File: config.mk
export PLATFORM = sky130hd
export DESIGN_NAME = vir_top
export DESIGN_NICKNAME = d
export VERILOG_FILES = /design/src/hw/vir_pkg.sv /design/src/hw/vir_prio_if.sv /design/src/hw/vir_prio.sv /design/src/hw/vir_top.sv
export SDC_FILE = /design/constraint.sdc
export NUM_CORES = 1
export LEC_CHECK = 0
export ABC_AREA = 1
export BUFFER_PORTS_ARGS = -buffer_cell sky130_fd_sc_hd__buf_4
export CAP_MARGIN = 20
export CORE_AREA = 2 2 169 171
export CTS_CLUSTER_DIAMETER = 100
export DETAILED_ROUTE_END_ITERATION = 6
export DIE_AREA = 0 0 171 173
export PLACE_DENSITY_LB_ADDON = 0.12
export SLEW_MARGIN = 40
export SYNTH_ARGS = -nofsm -noshare
export SYNTH_HDL_FRONTEND = slang
export SYNTH_SLANG_ARGS = --single-unit
File: constraint.sdc
create_clock -name core_clk -period 4.36 [get_ports core_clk]
set_input_delay 0 -clock core_clk [delete_from_list [all_inputs] [get_ports core_clk]]
set_output_delay 0 -clock core_clk [all_outputs]
set_load 0.01 [all_outputs]
File: src/hw/vir_pkg.sv
// Shared constants, types and helpers for the vectored interrupt router
package vir_pkg;
  localparam int NSRC = 54;
  localparam int SRCW = 6;
  localparam int NGPIO = 19;
  localparam int NEXT = 3;
  localparam int LVLW = 5;
  localparam int MASKW = 6;
  localparam int GPIO_BASE = 0;
  localparam int EXT_IDX [NEXT] = '{22, 33, 40};
  localparam logic [SRCW-1:0] LVL_MAX = 6'h1f;
  localparam logic [MASKW-1:0] IRQ_MASK_OPEN = 6'h20;
  localparam logic [1:0] FAST_MASK_HI = 2'h1;
  localparam logic [1:0] FAST_MASK_ALL = 2'h2;
  localparam logic [NSRC-1:0] SRC_RST = 54'h0;
  localparam logic [NGPIO-1:0] GPIO_RST = 19'h0;
  localparam logic [NEXT-1:0] EXT_RST = 3'h0;
  localparam logic [SRCW-1:0] IDX_RST = 6'h0;
  localparam logic [LVLW-1:0] LVL_RST = 5'h0;

  typedef enum logic [2:0] {
    VIR_LVL_HI,
    VIR_LVL_LO,
    VIR_RISE,
    VIR_FALL,
    VIR_BOTH
  } vir_gmode_t;

  // Sources above the last level share the lowest normal priority
  function automatic logic [LVLW-1:0] irq_level(input logic [SRCW-1:0] s);
    return (s > LVL_MAX) ? LVL_MAX[LVLW-1:0] : s[LVLW-1:0];
  endfunction
endpackage

File: src/hw/vir_prio_if.sv
// Request vector and winner between the router and its priority encoder
`timescale 1ns/1ps
interface vir_prio_if;
  logic [vir_pkg::NSRC-1:0] req;
  logic [vir_pkg::SRCW-1:0] idx;
  logic hit;
  modport enc (input req, output idx, output hit);
  modport user (output req, input idx, input hit);
endinterface

File: src/hw/vir_prio.sv
// Fixed priority encoder, lowest source number wins
`timescale 1ns/1ps
module vir_prio (
  // Request and winner
  vir_prio_if.enc p
);
  always_comb begin
    p.idx = vir_pkg::IDX_RST;
    p.hit = 1'b0;
    for (int i = vir_pkg::NSRC - 1; i >= 0; i--) begin
      if (p.req[i]) begin
        p.idx = i[vir_pkg::SRCW-1:0];
        p.hit = 1'b1;
      end
    end
  end
endmodule

File: src/hw/vir_top.sv
// Vectored interrupt router: source conditioning, routing, masking and priority
// Functional notes
// - 54 sources, each routed normal or fast
// - 32 normal levels, two fast levels
// - Internal sources level, programmable polarity
// - GPIO: high, low, rise, fall, both
// - Three external lines, active-high level
// - Any of 19 GPIO may interrupt
// - Priority mask withholds fast and normal
// - External lines sit at sources 22,33,40
`timescale 1ns/1ps
module vir_top (
  // Clock and reset
  input wire logic core_clk,
  input wire logic nrst,
  // Source inputs
  input wire logic [vir_pkg::NSRC-1:0] periph_irq,
  input wire logic [vir_pkg::NEXT-1:0] ext_irq,
  input wire logic [vir_pkg::NGPIO-1:0] gpio_in,
  // Source configuration
  input wire logic [vir_pkg::NSRC-1:0] src_enable,
  input wire logic [vir_pkg::NSRC-1:0] src_active_low,
  input wire logic [vir_pkg::NSRC-1:0] route_fast,
  input wire logic [vir_pkg::NSRC-1:0] fast_prio_hi,
  input wire logic [vir_pkg::NGPIO-1:0] gpio_int_en,
  input wire logic [vir_pkg::NGPIO-1:0][2:0] gpio_mode,
  input wire logic [vir_pkg::NGPIO-1:0] gpio_ack,
  // Priority masks
  input wire logic [vir_pkg::MASKW-1:0] irq_mask_level,
  input wire logic [1:0] fast_mask_level,
  // Requests to the core
  output logic irq_req,
  output logic [vir_pkg::LVLW-1:0] irq_vector,
  output logic [vir_pkg::SRCW-1:0] irq_source,
  output logic fast_interrupt_request,
  output logic fast_high,
  output logic [vir_pkg::SRCW-1:0] fast_source,
  // Status
  output logic [vir_pkg::NGPIO-1:0] gpio_edge_pending
);
  logic [vir_pkg::NEXT-1:0] ext_s1_reg, ext_s2_reg;
  logic [vir_pkg::NGPIO-1:0] gpio_s1_reg, gpio_s2_reg, gpio_s3_reg;
  logic [vir_pkg::NGPIO-1:0] gedge_reg, gedge_next;
  logic [vir_pkg::NSRC-1:0] pend, act, irq_cand, fast_cand, fast_hi_cand;
  logic irq_req_reg, irq_req_next, fast_reg, fast_next, fast_hi_reg, fast_hi_next;
  logic [vir_pkg::LVLW-1:0] irq_vec_reg, irq_vec_next;
  logic [vir_pkg::SRCW-1:0] irq_src_reg, irq_src_next, fast_src_reg, fast_src_next;
  logic rise, fall, det, lv;
  vir_pkg::vir_gmode_t mode;

  vir_prio_if irq_p ();
  vir_prio_if fast_p ();

  vir_prio u_irq_prio (
    .p (irq_p.enc)
  );

  vir_prio u_fast_prio (
    .p (fast_p.enc)
  );

  // Pins are asynchronous; two stages before any logic reads them
  always_ff @(posedge core_clk or negedge nrst) begin
    if (!nrst) begin
      ext_s1_reg <= vir_pkg::EXT_RST;
      ext_s2_reg <= vir_pkg::EXT_RST;
      gpio_s1_reg <= vir_pkg::GPIO_RST;
      gpio_s2_reg <= vir_pkg::GPIO_RST;
      gpio_s3_reg <= vir_pkg::GPIO_RST;
    end else begin
      ext_s1_reg <= ext_irq;
      ext_s2_reg <= ext_s1_reg;
      gpio_s1_reg <= gpio_in;
      gpio_s2_reg <= gpio_s1_reg;
      gpio_s3_reg <= gpio_s2_reg;
    end
  end

  // Source conditioning
  always_comb begin
    pend = periph_irq ^ src_active_low;
    for (int e = 0; e < vir_pkg::NEXT; e++) begin
      pend[vir_pkg::EXT_IDX[e]] = ext_s2_reg[e];
    end
    gedge_next = gedge_reg & ~gpio_ack;
    rise = 1'b0;
    fall = 1'b0;
    det = 1'b0;
    lv = 1'b0;
    mode = vir_pkg::VIR_LVL_HI;
    for (int g = 0; g < vir_pkg::NGPIO; g++) begin
      mode = vir_pkg::vir_gmode_t'(gpio_mode[g]);
      rise = gpio_s2_reg[g] & ~gpio_s3_reg[g];
      fall = ~gpio_s2_reg[g] & gpio_s3_reg[g];
      case (mode)
        vir_pkg::VIR_LVL_HI: begin
          det = 1'b0;
          lv = gpio_s2_reg[g];
        end
        vir_pkg::VIR_LVL_LO: begin
          det = 1'b0;
          lv = ~gpio_s2_reg[g];
        end
        vir_pkg::VIR_RISE: begin
          det = rise;
          lv = gedge_reg[g];
        end
        vir_pkg::VIR_FALL: begin
          det = fall;
          lv = gedge_reg[g];
        end
        vir_pkg::VIR_BOTH: begin
          det = rise | fall;
          lv = gedge_reg[g];
        end
        default: begin
          det = 1'b0;
          lv = 1'b0;
        end
      endcase
      // A new edge in the acknowledge cycle is kept
      gedge_next[g] = gedge_next[g] | (det & gpio_int_en[g]);
      pend[vir_pkg::GPIO_BASE + g] = gpio_int_en[g] & lv;
    end
  end

  // Routing, masking and resolution
  always_comb begin
    act = pend & src_enable;
    irq_cand = '0;
    fast_cand = '0;
    for (int i = 0; i < vir_pkg::NSRC; i++) begin
      irq_cand[i] = act[i] & ~route_fast[i] &
                    ({1'b0, vir_pkg::irq_level(i[vir_pkg::SRCW-1:0])} < irq_mask_level);
      fast_cand[i] = act[i] & route_fast[i] &
                     (fast_prio_hi[i] ? (fast_mask_level >= vir_pkg::FAST_MASK_HI)
                                      : (fast_mask_level >= vir_pkg::FAST_MASK_ALL));
    end
    fast_hi_cand = fast_cand & fast_prio_hi;
    irq_p.req = irq_cand;
    // High fast level beats low fast level regardless of source number
    fast_p.req = (|fast_hi_cand) ? fast_hi_cand : fast_cand;
    irq_req_next = irq_p.hit;
    irq_src_next = irq_p.idx;
    irq_vec_next = vir_pkg::irq_level(irq_p.idx);
    fast_next = fast_p.hit;
    fast_src_next = fast_p.idx;
    fast_hi_next = |fast_hi_cand;
  end

  always_ff @(posedge core_clk or negedge nrst) begin
    if (!nrst) begin
      gedge_reg <= vir_pkg::GPIO_RST;
      irq_req_reg <= 1'b0;
      irq_vec_reg <= vir_pkg::LVL_RST;
      irq_src_reg <= vir_pkg::IDX_RST;
      fast_reg <= 1'b0;
      fast_hi_reg <= 1'b0;
      fast_src_reg <= vir_pkg::IDX_RST;
    end else begin
      gedge_reg <= gedge_next;
      irq_req_reg <= irq_req_next;
      irq_vec_reg <= irq_vec_next;
      irq_src_reg <= irq_src_next;
      fast_reg <= fast_next;
      fast_hi_reg <= fast_hi_next;
      fast_src_reg <= fast_src_next;
    end
  end

  assign irq_req = irq_req_reg;
  assign irq_vector = irq_vec_reg;
  assign irq_source = irq_src_reg;
  assign fast_interrupt_request = fast_reg;
  assign fast_high = fast_hi_reg;
  assign fast_source = fast_src_reg;
  assign gpio_edge_pending = gedge_reg;
endmodule
### Word level (Yosys, flattened, before mapping)

Index checks and enable logic that the tools add are counted.

* input port bits: 397
* output and inout bits: 39
* register bits: 102
* word-level logic and storage cells: 899

* multiplexer cells: 310
* bitwise operators: 427
* reduce and logical (&&, ||, !) cells: 39
* magnitude comparators: 35
* equality and inequality tests: 76

Operators with widths (number)
* $mux 6: 108
* $and 1x1->1: 292
* $mux 1: 162
* $eq 3x2->1 const B: 38
* $pmux 1 s3: 38
* $and 54x54->54: 2
* $lt 5x6->1 const A: 16
* $not 1->1: 92
* $eq 3x1->1 const B: 19
* $eq 3x3->1 const B: 19
* $logic_not 3->1: 19
* $reduce_or 3->1: 19
* $mux 54: 1
* $reduce_or 54->1: 1
* $xor 54x54->54: 1
* $lt 4x6->1 const A: 8
* $or 1x1->1: 38
* $lt 3x6->1 const A: 4
* $and 19x19->19: 1
* $not 19->19: 1
* $lt 1x6->1 const A: 2
* $lt 2x6->1 const A: 2
* $gt 6x5->1 const B: 1
* $mux 5: 1
* 2 further kinds: 2

### Depth between registers and ports, before layout

Gate-level depths: netlist of run 1.

* word-level depth: 64
* depth in mapped cells: 66
* depth with buffers taken out: 65

### Hierarchy

From an unflattened synthesis of run 1, not the netlist that was laid out.

* cells, all modules: 1676
* area, all modules: 9873.2 um2

Modules (own cells, without submodules)
* vir_top: instances 1, cells an instance 1282, area an instance 8151.6 um2, sequential area each 2552.4 um2
* vir_prio: instances 2, cells an instance 197, area an instance 860.8 um2, sequential area each 0.0 um2

### Worst setup path before layout of run 1

OpenSTA, ideal clock, no wires.

* path kind: register to register
* start: register gpio_s2_reg[15] in the netlist's numbering
* end: register fast_src_reg (netlist bit fast_source[0])
* cell stages (with the launch flop): 61
* slack: 0.526 ns
* setup time: 0.120 ns
* path buffers: 1
* arrival: 3.714 ns
* data required time: 4.240 ns
* clock period less this slack: 3.834 ns
* cells stage by stage: dfrtp_1 -> or2_2 -> nand3b_1 -> nand2_1 -> nand4_1 -> nand2_1 -> nor2_1 -> nand2_1 -> nor2_2 -> nand2_4 -> buf_6 -> o21ai_2 -> inv_1 -> nand2_1 -> nand2_1 -> nand2_1 -> nand2_1 -> nand2_1 -> (+25 left out) -> nand2_1 -> nand2_1 -> nand2_1 -> nand2_1 -> nand2_1 -> nand2_1 -> nand2_1 -> nand2_1 -> nand2_1 -> nand2_1 -> nand2_1 -> nand2_1 -> nand2_1 -> nand2_1 -> nand2_1 -> nand2_1 -> nand2_1 -> a21oi_1

* longest elaborated chain between the ends: 63

Ends and longest elaborated chain
* start, declared: line vir_top.sv:42 `logic [vir_pkg::NGPIO-1:0] gpio_s1_reg, gpio_s2_reg, gpio_s3_reg;`
* start signal, assigned: line vir_top.sv:68 `gpio_s2_reg <= vir_pkg::GPIO_RST;`
* start signal, assigned: line vir_top.sv:74 `gpio_s2_reg <= gpio_s1_reg;`
* $not 1->1: line vir_top.sv:102 `lv = ~gpio_s2_reg[g];`
* $pmux 1 s3 *: line vir_top.sv:95 `case (mode)`
* $and 1x1->1 *: line vir_top.sv:123 `pend[vir_pkg::GPIO_BASE + g] = gpio_int_en[g] & lv;`
* $and 54x54->54 *: line vir_top.sv:129 `act = pend & src_enable;`
* $and 1x1->1 * (2 in series): line vir_top.sv:135 `fast_cand[i] = act[i] & route_fast[i] &`
* $and 54x54->54: line vir_top.sv:139 `fast_hi_cand = fast_cand & fast_prio_hi;`
* $reduce_or 54->1: line vir_top.sv:142 `fast_p.req = (|fast_hi_cand) ? fast_hi_cand : fast_cand;`
* $mux 54 *: line vir_top.sv:142
* $mux 6 (53 in series): line vir_prio.sv:11 `if (p.req[i]) begin`
* $mux 6 *: line vir_prio.sv:11
* net fast_p.idx (one bit): line vir_prio_if.sv:5 `logic [vir_pkg::SRCW-1:0] idx;`
* end signal, assigned: line vir_top.sv:159 `fast_src_reg <= vir_pkg::IDX_RST;`
* end signal, assigned: line vir_top.sv:167 `fast_src_reg <= fast_src_next;`
* end, declared: line vir_top.sv:47 `logic [vir_pkg::SRCW-1:0] irq_src_reg, irq_src_next, fast_src_reg, fast_src_next;`

Mark *: on every way through the listed nets, which the timed path passes. The rest lies on a longest branch.

### Worst setup path in the final report of run 1

* start: register gpio_s2_reg[11] in the netlist's numbering
* end: register fast_src_reg (netlist bit fast_source[0])

Same word-level chain as after synthesis.

==> flow_summary.toml, run 1 <==
[worst_setup_path]
cp_common_cell = "nand2_1"
worstPathArrival_ns = 4.64
slowest_stage = "dfrtp_1"
critPathLaunchType = "flop"
critPathMaxStageDelay_ns = 0.38
worst_setup_path_end_kind = "flop"
crit_type = "flop to flop"
required_ns = 4.64
cp_max_fo = 3

[cells_and_area]
area_growth_pct = 51.4
fillCellCount = 2959
layout.nets = 2469
antenna_cells = 0
drive_above_1_share_pct = 24.8
fin_cells = 2417
fin_area_mm2 = 0.0140

[timing]
clock.fmax_mhz = 229
rsz0062_at_grt = "true"
hold_violations = 0
layout_worst_path_cycle_share_pct = 100
finClkSkew_ns = 0.0157
worstMarginPinSlew_ns = 0.642
report.final.slew_viol_count = 0
setup_violations = 0
post-route-min-period_ns = 4.36
slew_headroom_pct = 57.2
fin_setup_tns_ns = 0

[clock_tree]
cts_max_level = 3
clock_path_buffers = 2
clk_latency_ns = 0.36
cts_tree = "yes"
clock_tree.root_cell = "clkbuf_16"
cts_sinks = 102
clk_pin_slew_ns = 0.08
cts_inserted_buffers = 9

[synth]
syn_avg_cell_area_um2 = 6.00
syn_inst = 1539
synth_nets = 1974
synth_edf_count = 0
synthTopCellsByArea = "dfrtp_1 (28%), nand2_1 (18%), inv_1 (10%)"
async_reset_ff_share_pct = 100
synth_top_flop_cell = "dfrtp_1"
synth_top_area_share_pct = 27.7
ys_seq_elements = 102
yosys.area.top_type = "dfrtp_1"
synth_area_mm2 = 0.00923
yosysMostFrequentCell = "nand2_1"
synth_warnings = 0
ys_top_cells_by_count = "nand2_1 (444), inv_1 (248), nor2_1 (221)"
synth_seq_area_share_pct = 27.7
ys_types = 43

[die]
io_pins = 436
die_width_um = 171
chipHeight_um = 173
core_mm2 = 0.0276
initial_utilization_pct = 33.4
die-area_mm2 = 0.0296
num_rows = 61

[routing]
vias_per_cell = 4.72
wire_per_inst_um = 14.8
totalWireLength_um = 35700
vias = 11400
drt-initial-drc-count = 534
drc = 0
first_pass_iters = 5
antenna_left = 0

[flow_run]
drv_cap = 0

[hold_path]
hold_class = "primary input to flop"

[global_routing]
antenna_found_initial = 0
track_usage_pct = 23.2
grt_pass1_wl_um = 54500
grt_pass1_vias = 10800
grt_max_degree = 65
global_route.overflow_total = 0

[power_and_ir_drop]
p_per_area_mw_per_mm2 = 239
peakVddDrop_mv = 0.203
p_leak_nw = 7.68
power.total_mw = 3.34

[place]
gp_routability_congestion = 0.879
hpwl_um = 30200
portBuffers = 391
post_dp_cell_area_mm2 = 0.0129
dp_cells = 2337

[outcome]
status = "completed"
[logic make-up after synthesis]
logic type	after synthesis	synth area share (%)
compound gates	261	16.4
simple gates	864	39.1
buf+inv	274	11.7
flops	102	27.7
fa+ha+maj	38	5.15
[cells in the final DEF (no fill, tap or decap), types with 3 or more instances in the layout]
master,Yosys,layout
a2111oi_0,3,3
a21boi_0,15,15
a21oi_1,60,60
a21oi_2,11,11
a31oi_1,5,5
and2_1,5,5
buf_12,0,4
buf_4,4,438
clkbuf_16,0,9
dfrtp_1,102,102
dlygate4sd3_1,0,60
ha_1,38,38
inv_1,248,247
inv_2,6,7
nand2_1,444,434
nand2_2,1,11
nand3_1,101,98
nand3b_1,14,14
nand4_1,32,32
nor2_1,221,218
nor2_4,1,3
nor3_1,26,26
nor4_1,9,9
o2111ai_1,12,12
o211ai_1,5,5
o21ai_0,125,125
o21ai_1,6,6
o21bai_1,4,4
o31ai_1,4,4
or2_2,7,5
[metrics by stage]
stage          utilization [%]  setup slack (ns)  hold WS (ns)
3_3_place_gp              46.8            -0.164         0.110
6_report                  50.6           0.00178        0.0113
5_1_grt                   50.6            -0.599        0.0486
4_1_cts                   50.3           0.00226       0.00239
3_5_place_dp              46.8            -0.166        0.0377
2_1_floorplan                -             0.526        -0.296
[report_power, final]
part	leakage, nW	internal (mW)	switching [mW]	total [mW]
sequential	1.21	1.05	0.0504	1.10
clock	0.167	0.519	0.418	0.937
combinational	6.30	0.627	0.678	1.30
[layout make-up]
type	count	area, um2	share of cell area (%)
multi-input cells	1163	5670	40.6
inverters	254	953	6.82
well taps	378	473	3.38
clock inverters	7	113	0.806
flip-flops and latches	102	2550	18.3
clock buffers	9	225	1.61
repair buffers	504	3990	28.6
[layer usage]
metal	up-vias	track usage, %	part of all wire (%)	wire length [um]
met1	5109	29.9	44	15600
li1	5938	-	-	-
met4	0	4.10	1.1	376
met5	-	0	0	0
met2	327	40.1	48	17100
met3	25	5.20	7.2	2560
[worst max-delay path, delay by kind of cell, from the launching register on]
kind | cells | cell delay [ns]
AO/OA/AOI/OAI | 1 | 0.12
buffers and inverters | 1 | 0.13
flip-flops | 1 | 0.38
AND/OR/NAND/NOR | 61 | 3.65
[final timing paths]
| path | start | endpoint | slack [ns] | cells past startpoint |
|---|---|---|---|---|
| max | gpio_s2_reg[11] | fast_source[0] | 0.002 | 63 |
| min | gpio_mode[53] | gpio_edge_pending[17] | 0.01 | 4 |
| max reg2reg | gpio_s2_reg[11] | fast_source[0] | 0.002 | 63 |
| min reg2reg | gpio_s1_reg[14] | gpio_s2_reg[14] | 0.35 | 0 |
| max in group asynchronous | nrst | gpio_s2_reg[17] | 3.23 | 3 |
| min in group asynchronous | nrst | gpio_s1_reg[5] | 0.15 | 2 |
[what timing repair did]
item,4_1_cts,5_1_grt
hold buffers,60,0
buffers inserted,1,3
endpoints found under the hold margin,104,0
gates resized for setup,6,17
pin swaps,3,20
endpoints found under the setup margin,1,1
(Power assumes the default switching activity.)
==> run 2, diff against run 1 <==
--- a/config.mk
+++ b/config.mk
@@ -8,10 +8,10 @@
 export ABC_AREA = 1
 export BUFFER_PORTS_ARGS = -buffer_cell sky130_fd_sc_hd__buf_4
 export CAP_MARGIN = 20
-export CORE_AREA = 2 2 169 171
+export CORE_AREA = 2 2 167 169
 export CTS_CLUSTER_DIAMETER = 100
 export DETAILED_ROUTE_END_ITERATION = 6
-export DIE_AREA = 0 0 171 173
+export DIE_AREA = 0 0 169 171
 export PLACE_DENSITY_LB_ADDON = 0.12
 export SLEW_MARGIN = 40
 export SYNTH_ARGS = -nofsm -noshare
==> constraint.sdc (replaced) <==
create_clock -name core_clk -period 5.08 [get_ports core_clk]
set_input_delay 0 -clock core_clk [delete_from_list [all_inputs] [get_ports core_clk]]
set_output_delay 0 -clock core_clk [all_outputs]
set_load 0.01 [all_outputs]
==> run 2 against run 1 <==
Against the previous run:
- utilization is 0.97 points lower
- routed wire length is 1.1% lower
- first-iteration DRC count is 25% higher
==> flow_summary.toml, run 2 (synthesis results as in run 1) <==
[cells_and_area]
layout.nets = 2427
antenna_cells = 0
multi_input_area_mm2 = 0.00565
fin_area_mm2 = 0.0136
area_growth_pct = 46.9
mostFrequentLayoutCell = "nand2_1"
layout_common_cells = "nand2_1 (437), buf_4 (398), inv_1 (248), nor2_1 (218), o21ai_0 (125)"
fillCellCount = 2837
seqCellArea_mm2 = 0.00255
drive_above_1_share_pct = 22.9

[global_routing]
antenna_found_initial = 0
global_route.overflow_total = 0
grt_pass1_wl_um = 53100
track_usage_pct = 23.4
grt_max_degree = 64
grt_pass1_vias = 10400

[worst_setup_path]
critPathMaxStageDelay_ns = 0.42
worst_setup_path_end_kind = "flop"
cp_common_cell = "nand2_1"
crit_type = "flop to flop"
slowest_stage = "dfrtp_1"
worstPathArrival_ns = 4.73
cp_max_fo = 25
required_ns = 5.32
critPathLaunchType = "flop"

[die]
num_rows = 61
initial_utilization_pct = 33.8
die_width_um = 169
core_mm2 = 0.0273
die-area_mm2 = 0.0289
chipHeight_um = 171
io_pins = 436

[clock_tree]
cts_max_level = 3
clock_tree.root_cell = "clkbuf_16"
cts_sinks = 102
clk_latency_ns = 0.36
cts_tree = "yes"
clock_path_buffers = 2
cts_inserted_buffers = 9
clk_pin_slew_ns = 0.08

[routing]
drt-initial-drc-count = 668
vias = 11200
first_pass_iters = 7
vias_per_cell = 4.80
antenna_left = 0
totalWireLength_um = 35300
drc = 0
wire_per_inst_um = 15.1

[timing]
slew_headroom_pct = 49.5
hold_violations = 0
report.final.slew_viol_count = 0
worstMarginPinSlew_ns = 0.750
fin_setup_tns_ns = 0
setup_ws_ns = 0.587
setup_violations = 0
finClkSkew_ns = 0.0192
layout_worst_path_cycle_share_pct = 88.4
worst_hold_slack_ns = 0.0478
rsz0062_at_grt = "false"
post-route-min-period_ns = 4.49
clock.fmax_mhz = 223

[place]
hpwl_um = 29100
post_dp_cell_area_mm2 = 0.0125
dp_slack_ns = 0.436
portBuffers = 391
gp_routability_congestion = 0.910

[power_and_ir_drop]
p_leak_nw = 7.45
peakVddDrop_mv = 0.210
p_per_area_mw_per_mm2 = 209

[hold_path]
hold_class = "primary input to flop"

[outcome]
status = "completed"

[flow_run]
drv_cap = 0
==> run 2: cell count changes in the layout (fill, tap and decap cells not counted), moves of 2 or more <==
cell     before  now
buf_12        4    1
nand2_1     434  437
buf_4       438  398
nand2_2      11    9
==> run 2: worst max-delay path, delay by kind of cell (launching register included) <==
| family | cells | cell delay [ns] |
|---|---|---|
| compound gates | 2 | 0.29 |
| buf+inv | 2 | 0.29 |
| flops | 1 | 0.42 |
| simple gates | 52 | 3.37 |
==> run 2: timing repair <==
item                       CTS  global route
setup buffers                0             5
setup endpoints to repair    0             1
hold endpoints to repair   103             0
gates resized for setup      0            16
hold buffers                61             0
==> run 2: final cells by class <==
class                      count  share of cell area [%]
timing repair buffer         461                    26.8
clock buffer                  10                    1.69
sequential                   102                    18.8
clock inverter                 6                   0.775
tap                          346                    3.19
multi-input combinational   1164                    41.7
inverter                     254                    7.03
==> run 2: layer usage <==
layer	wire length, um	GRT usage (%)
met2	16800	40.1
met3	2520	5.11
met1	15200	29.7
met4	707	6.69
met5	0	0
==> run 2: where the power goes <==
group / total, mW / internal [mW] / switching [mW] / leakage, nW
clock: 0.818 / 0.444 / 0.373 / 0.162
combinational: 1.07 / 0.501 / 0.574 / 6.08
sequential: 0.942 / 0.897 / 0.0442 / 1.21
total: 2.83 / 1.84 / 0.991 / 7.45
==> run 2: metrics by stage <==
| stage | utilization, % | power (mW) | std cells |
|---|---|---|---|
| floorplan | - | 1.45 | 1539 |
| global route | 49.6 | 3.02 | 2343 |
| detailed placement | 45.8 | 1.97 | 2260 |
| finish | 49.6 | 2.83 | 2343 |
| CTS | 49.3 | 2.85 | 2337 |
| global placement | 45.8 | 1.96 | 2260 |
==> run 2: worst paths after layout <==
kind | startpoint | endpoint | slack [ns] | cells past startpoint
worst min register to register | gpio_s1_reg[15] | gpio_s2_reg[15] | 0.34 | 0
worst max-delay path | gpio_s2_reg[17] | fast_source[0] | 0.59 | 56
max in group asynchronous | nrst | fast_high | 3.87 | 3
min in group asynchronous | nrst | ext_s2_reg[2] | 0.21 | 2
worst max register to register | gpio_s2_reg[17] | fast_source[0] | 0.59 | 56
worst min-delay path | route_fast[0] | irq_source[0] | 0.05 | 3
==> run 3, diff against run 2 <==
--- a/config.mk
+++ b/config.mk
@@ -8,10 +8,10 @@
 export ABC_AREA = 1
 export BUFFER_PORTS_ARGS = -buffer_cell sky130_fd_sc_hd__buf_4
 export CAP_MARGIN = 20
-export CORE_AREA = 2 2 167 169
+export CORE_AREA = 2 2 170 172
 export CTS_CLUSTER_DIAMETER = 100
 export DETAILED_ROUTE_END_ITERATION = 6
-export DIE_AREA = 0 0 169 171
+export DIE_AREA = 0 0 172 174
 export PLACE_DENSITY_LB_ADDON = 0.12
 export SLEW_MARGIN = 40
 export SYNTH_ARGS = -nofsm -noshare
==> run 3 against run 2 <==
Against the previous run:
- utilization down 1.3 points
- sequential share of layout area down 0.13 points
- clock power down 5.9%
- count of clock-buffer cells in the layout down 1
- maximum frequency down 0.25%
- cell count up 1.9%
- combinational power about the same
- setup slack worse by 0.011 ns
- register-to-register slack about the same
- routed wire length down 0.67%
- flip-flop and latch count unchanged
- critical path type unchanged
==> flow_summary.toml, run 3 (synthesis results as in run 1) <==
[outcome]
status = "completed"

[timing]
clock.fmax_mhz = 222
rsz0062_at_grt = "true"
layout_worst_path_cycle_share_pct = 88.7
setup_violations = 0
hold_violations = 0
worstMarginPinSlew_ns = 0.865
post-route-min-period_ns = 4.50
slew_headroom_pct = 41.8
finClkSkew_ns = 0.0152
report.final.slew_viol_count = 0

[clock_tree]
clk_pin_slew_ns = 0.09
cts_max_level = 3
clk_latency_ns = 0.36
cts_inserted_buffers = 9
clock_tree.root_cell = "clkbuf_16"
cts_sinks = 102
clock_path_buffers = 2
cts_tree = "yes"

[worst_setup_path]
r2r_slack_ns = 0.58
slowest_stage = "dfrtp_1"
critPathLaunchType = "flop"
required_ns = 5.36
cp_common_cell = "nand2_1"
worst_setup_path_end_kind = "flop"
rr_worst_depth = 63
cp_max_fo = 4
crit_type = "flop to flop"
r2r-start = "gpio_s2_reg[11]"
r2r_end = "fast_source[0]"
worstPathArrival_ns = 4.79
critPathMaxStageDelay_ns = 0.42

[power_and_ir_drop]
peakVddDrop_mv = 0.142
combPwrFrac_pct = 38.7
power.total_mw = 2.79
p_per_area_mw_per_mm2 = 205
clkPwrFrac_pct = 27.6
p_int_mw = 1.80
netSwitchingFraction_pct = 35.5
p_seq_share_pct = 33.8
switching_power_mw = 0.992
p_leak_nw = 7.48

[routing]
drt-initial-drc-count = 496
drc = 0
vias = 11400
wire_per_inst_um = 14.7
first_pass_iters = 5
totalWireLength_um = 35100
antenna_left = 0
vias_per_cell = 4.76

[global_routing]
antenna_found_initial = 1
global_route.overflow_total = 0
track_usage_pct = 22.8
grt_pass1_wl_um = 53700
grt_pass1_vias = 11000
grt_max_degree = 60

[cells_and_area]
fin_util_pct = 48.3
layout_common_cells = "nand2_1 (440), buf_4 (404), inv_1 (248), nor2_1 (218), o21ai_0 (125)"
fillCellCount = 2997
layout.nets = 2433
mostFrequentLayoutCell = "nand2_1"
drive_above_1_share_pct = 23.1
fin_area_mm2 = 0.0136
area_growth_pct = 47.9

[place]
post_dp_cell_area_mm2 = 0.0126
portBuffers = 391
hpwl_um = 29300
gp_routability_congestion = 0.887

[hold_path]
holdPathStages = 4
holdPathEnd = "gpio_edge_pending[17]"
hold_class = "primary input to flop"
hp-start = "gpio_mode[53]"

[die]
chipHeight_um = 174
die-area_mm2 = 0.0299
num_rows = 62
core_mm2 = 0.0282
initial_utilization_pct = 32.7
die_width_um = 172
io_pins = 436

[flow_run]
drv_cap = 0
[run 3: power by group through the flow]
stage	Sequential, mW	Combinational (mW)	Clock [mW]
finish	0.943	1.08	0.770
global route	0.953	1.22	0.826
CTS	0.944	1.06	0.798
detailed placement	0.961	1.01	0
global placement	0.958	1.00	0
floorplan	0.980	0.470	0
[run 3: how the worst max path moves through the flow]
stage | startpoint | endpoint | slack (ns) | cells after the start
finish | gpio_s2_reg[11] | fast_source[0] | 0.58 | 63
global route | gpio_s2_reg[11] | fast_source[0] | -0.23 | 63
global placement | gpio_s2_reg[15] | fast_source[0] | 0.38 | 60
floorplan | gpio_s2_reg[15] | fast_source[0] | 1.25 | 60
detailed placement | gpio_s2_reg[15] | fast_source[0] | 0.37 | 60
CTS | gpio_s2_reg[15] | fast_source[0] | 0.32 | 60
[run 3: cell type report]
type                    instances  area (um2)  share of cell area, %
diodes                          1        2.50                 0.0183
clock inverters                 7        98.8                  0.724
repair buffers                467        3680                   26.9
well taps                     384         480                   3.52
clock buffers                   9         225                   1.65
multi-input cells            1164        5660                   41.5
inverters                     254         953                   6.99
flip-flops and latches        102        2550                   18.7
[run 3: metal layers]
metal  vias to the layer above  GRT usage [%]  wire, um  share of wire (%)
li1                       5858              -         -                  -
met1                      5099           27.8     14900                 43
met2                       347           39.3     16500                 47
met3                        54           5.67      2770                7.9
met4                         0           6.83       919                2.6
met5                         -              0         0                  0
[run 3: worst max-delay path: cells and delay by family (launching register included)]
kind,cells,cell delay (ns)
and+or+nand+nor,60,3.66
DFF,1,0.42
buffers and inverters,2,0.18
AOI/OAI and AO/OA,1,0.11
[run 3: repair_timing]
| action | 4_1_cts | 5_1_grt |
|---|---|---|
| endpoints found under the setup margin | 0 | 1 |
| hold buffers | 60 | 0 |
| setup buffers | 0 | 11 |
| hold endpoints to repair | 84 | 0 |
| resized for setup | 0 | 15 |
[run 3: through the flow]
stage | setup WS [ns] | setup TNS (ns) | cells | hold slack [ns]
3_3_place_gp | 0.377 | 0 | 2299 | 0.0242
4_1_cts | 0.321 | 0 | 2375 | 0.0382
2_1_floorplan | 1.25 | 0 | 1539 | -0.296
5_1_grt | -0.226 | -0.226 | 2387 | 0.0708
6_report | 0.576 | 0 | 2388 | 0.0305
3_5_place_dp | 0.373 | 0 | 2299 | 0.0314
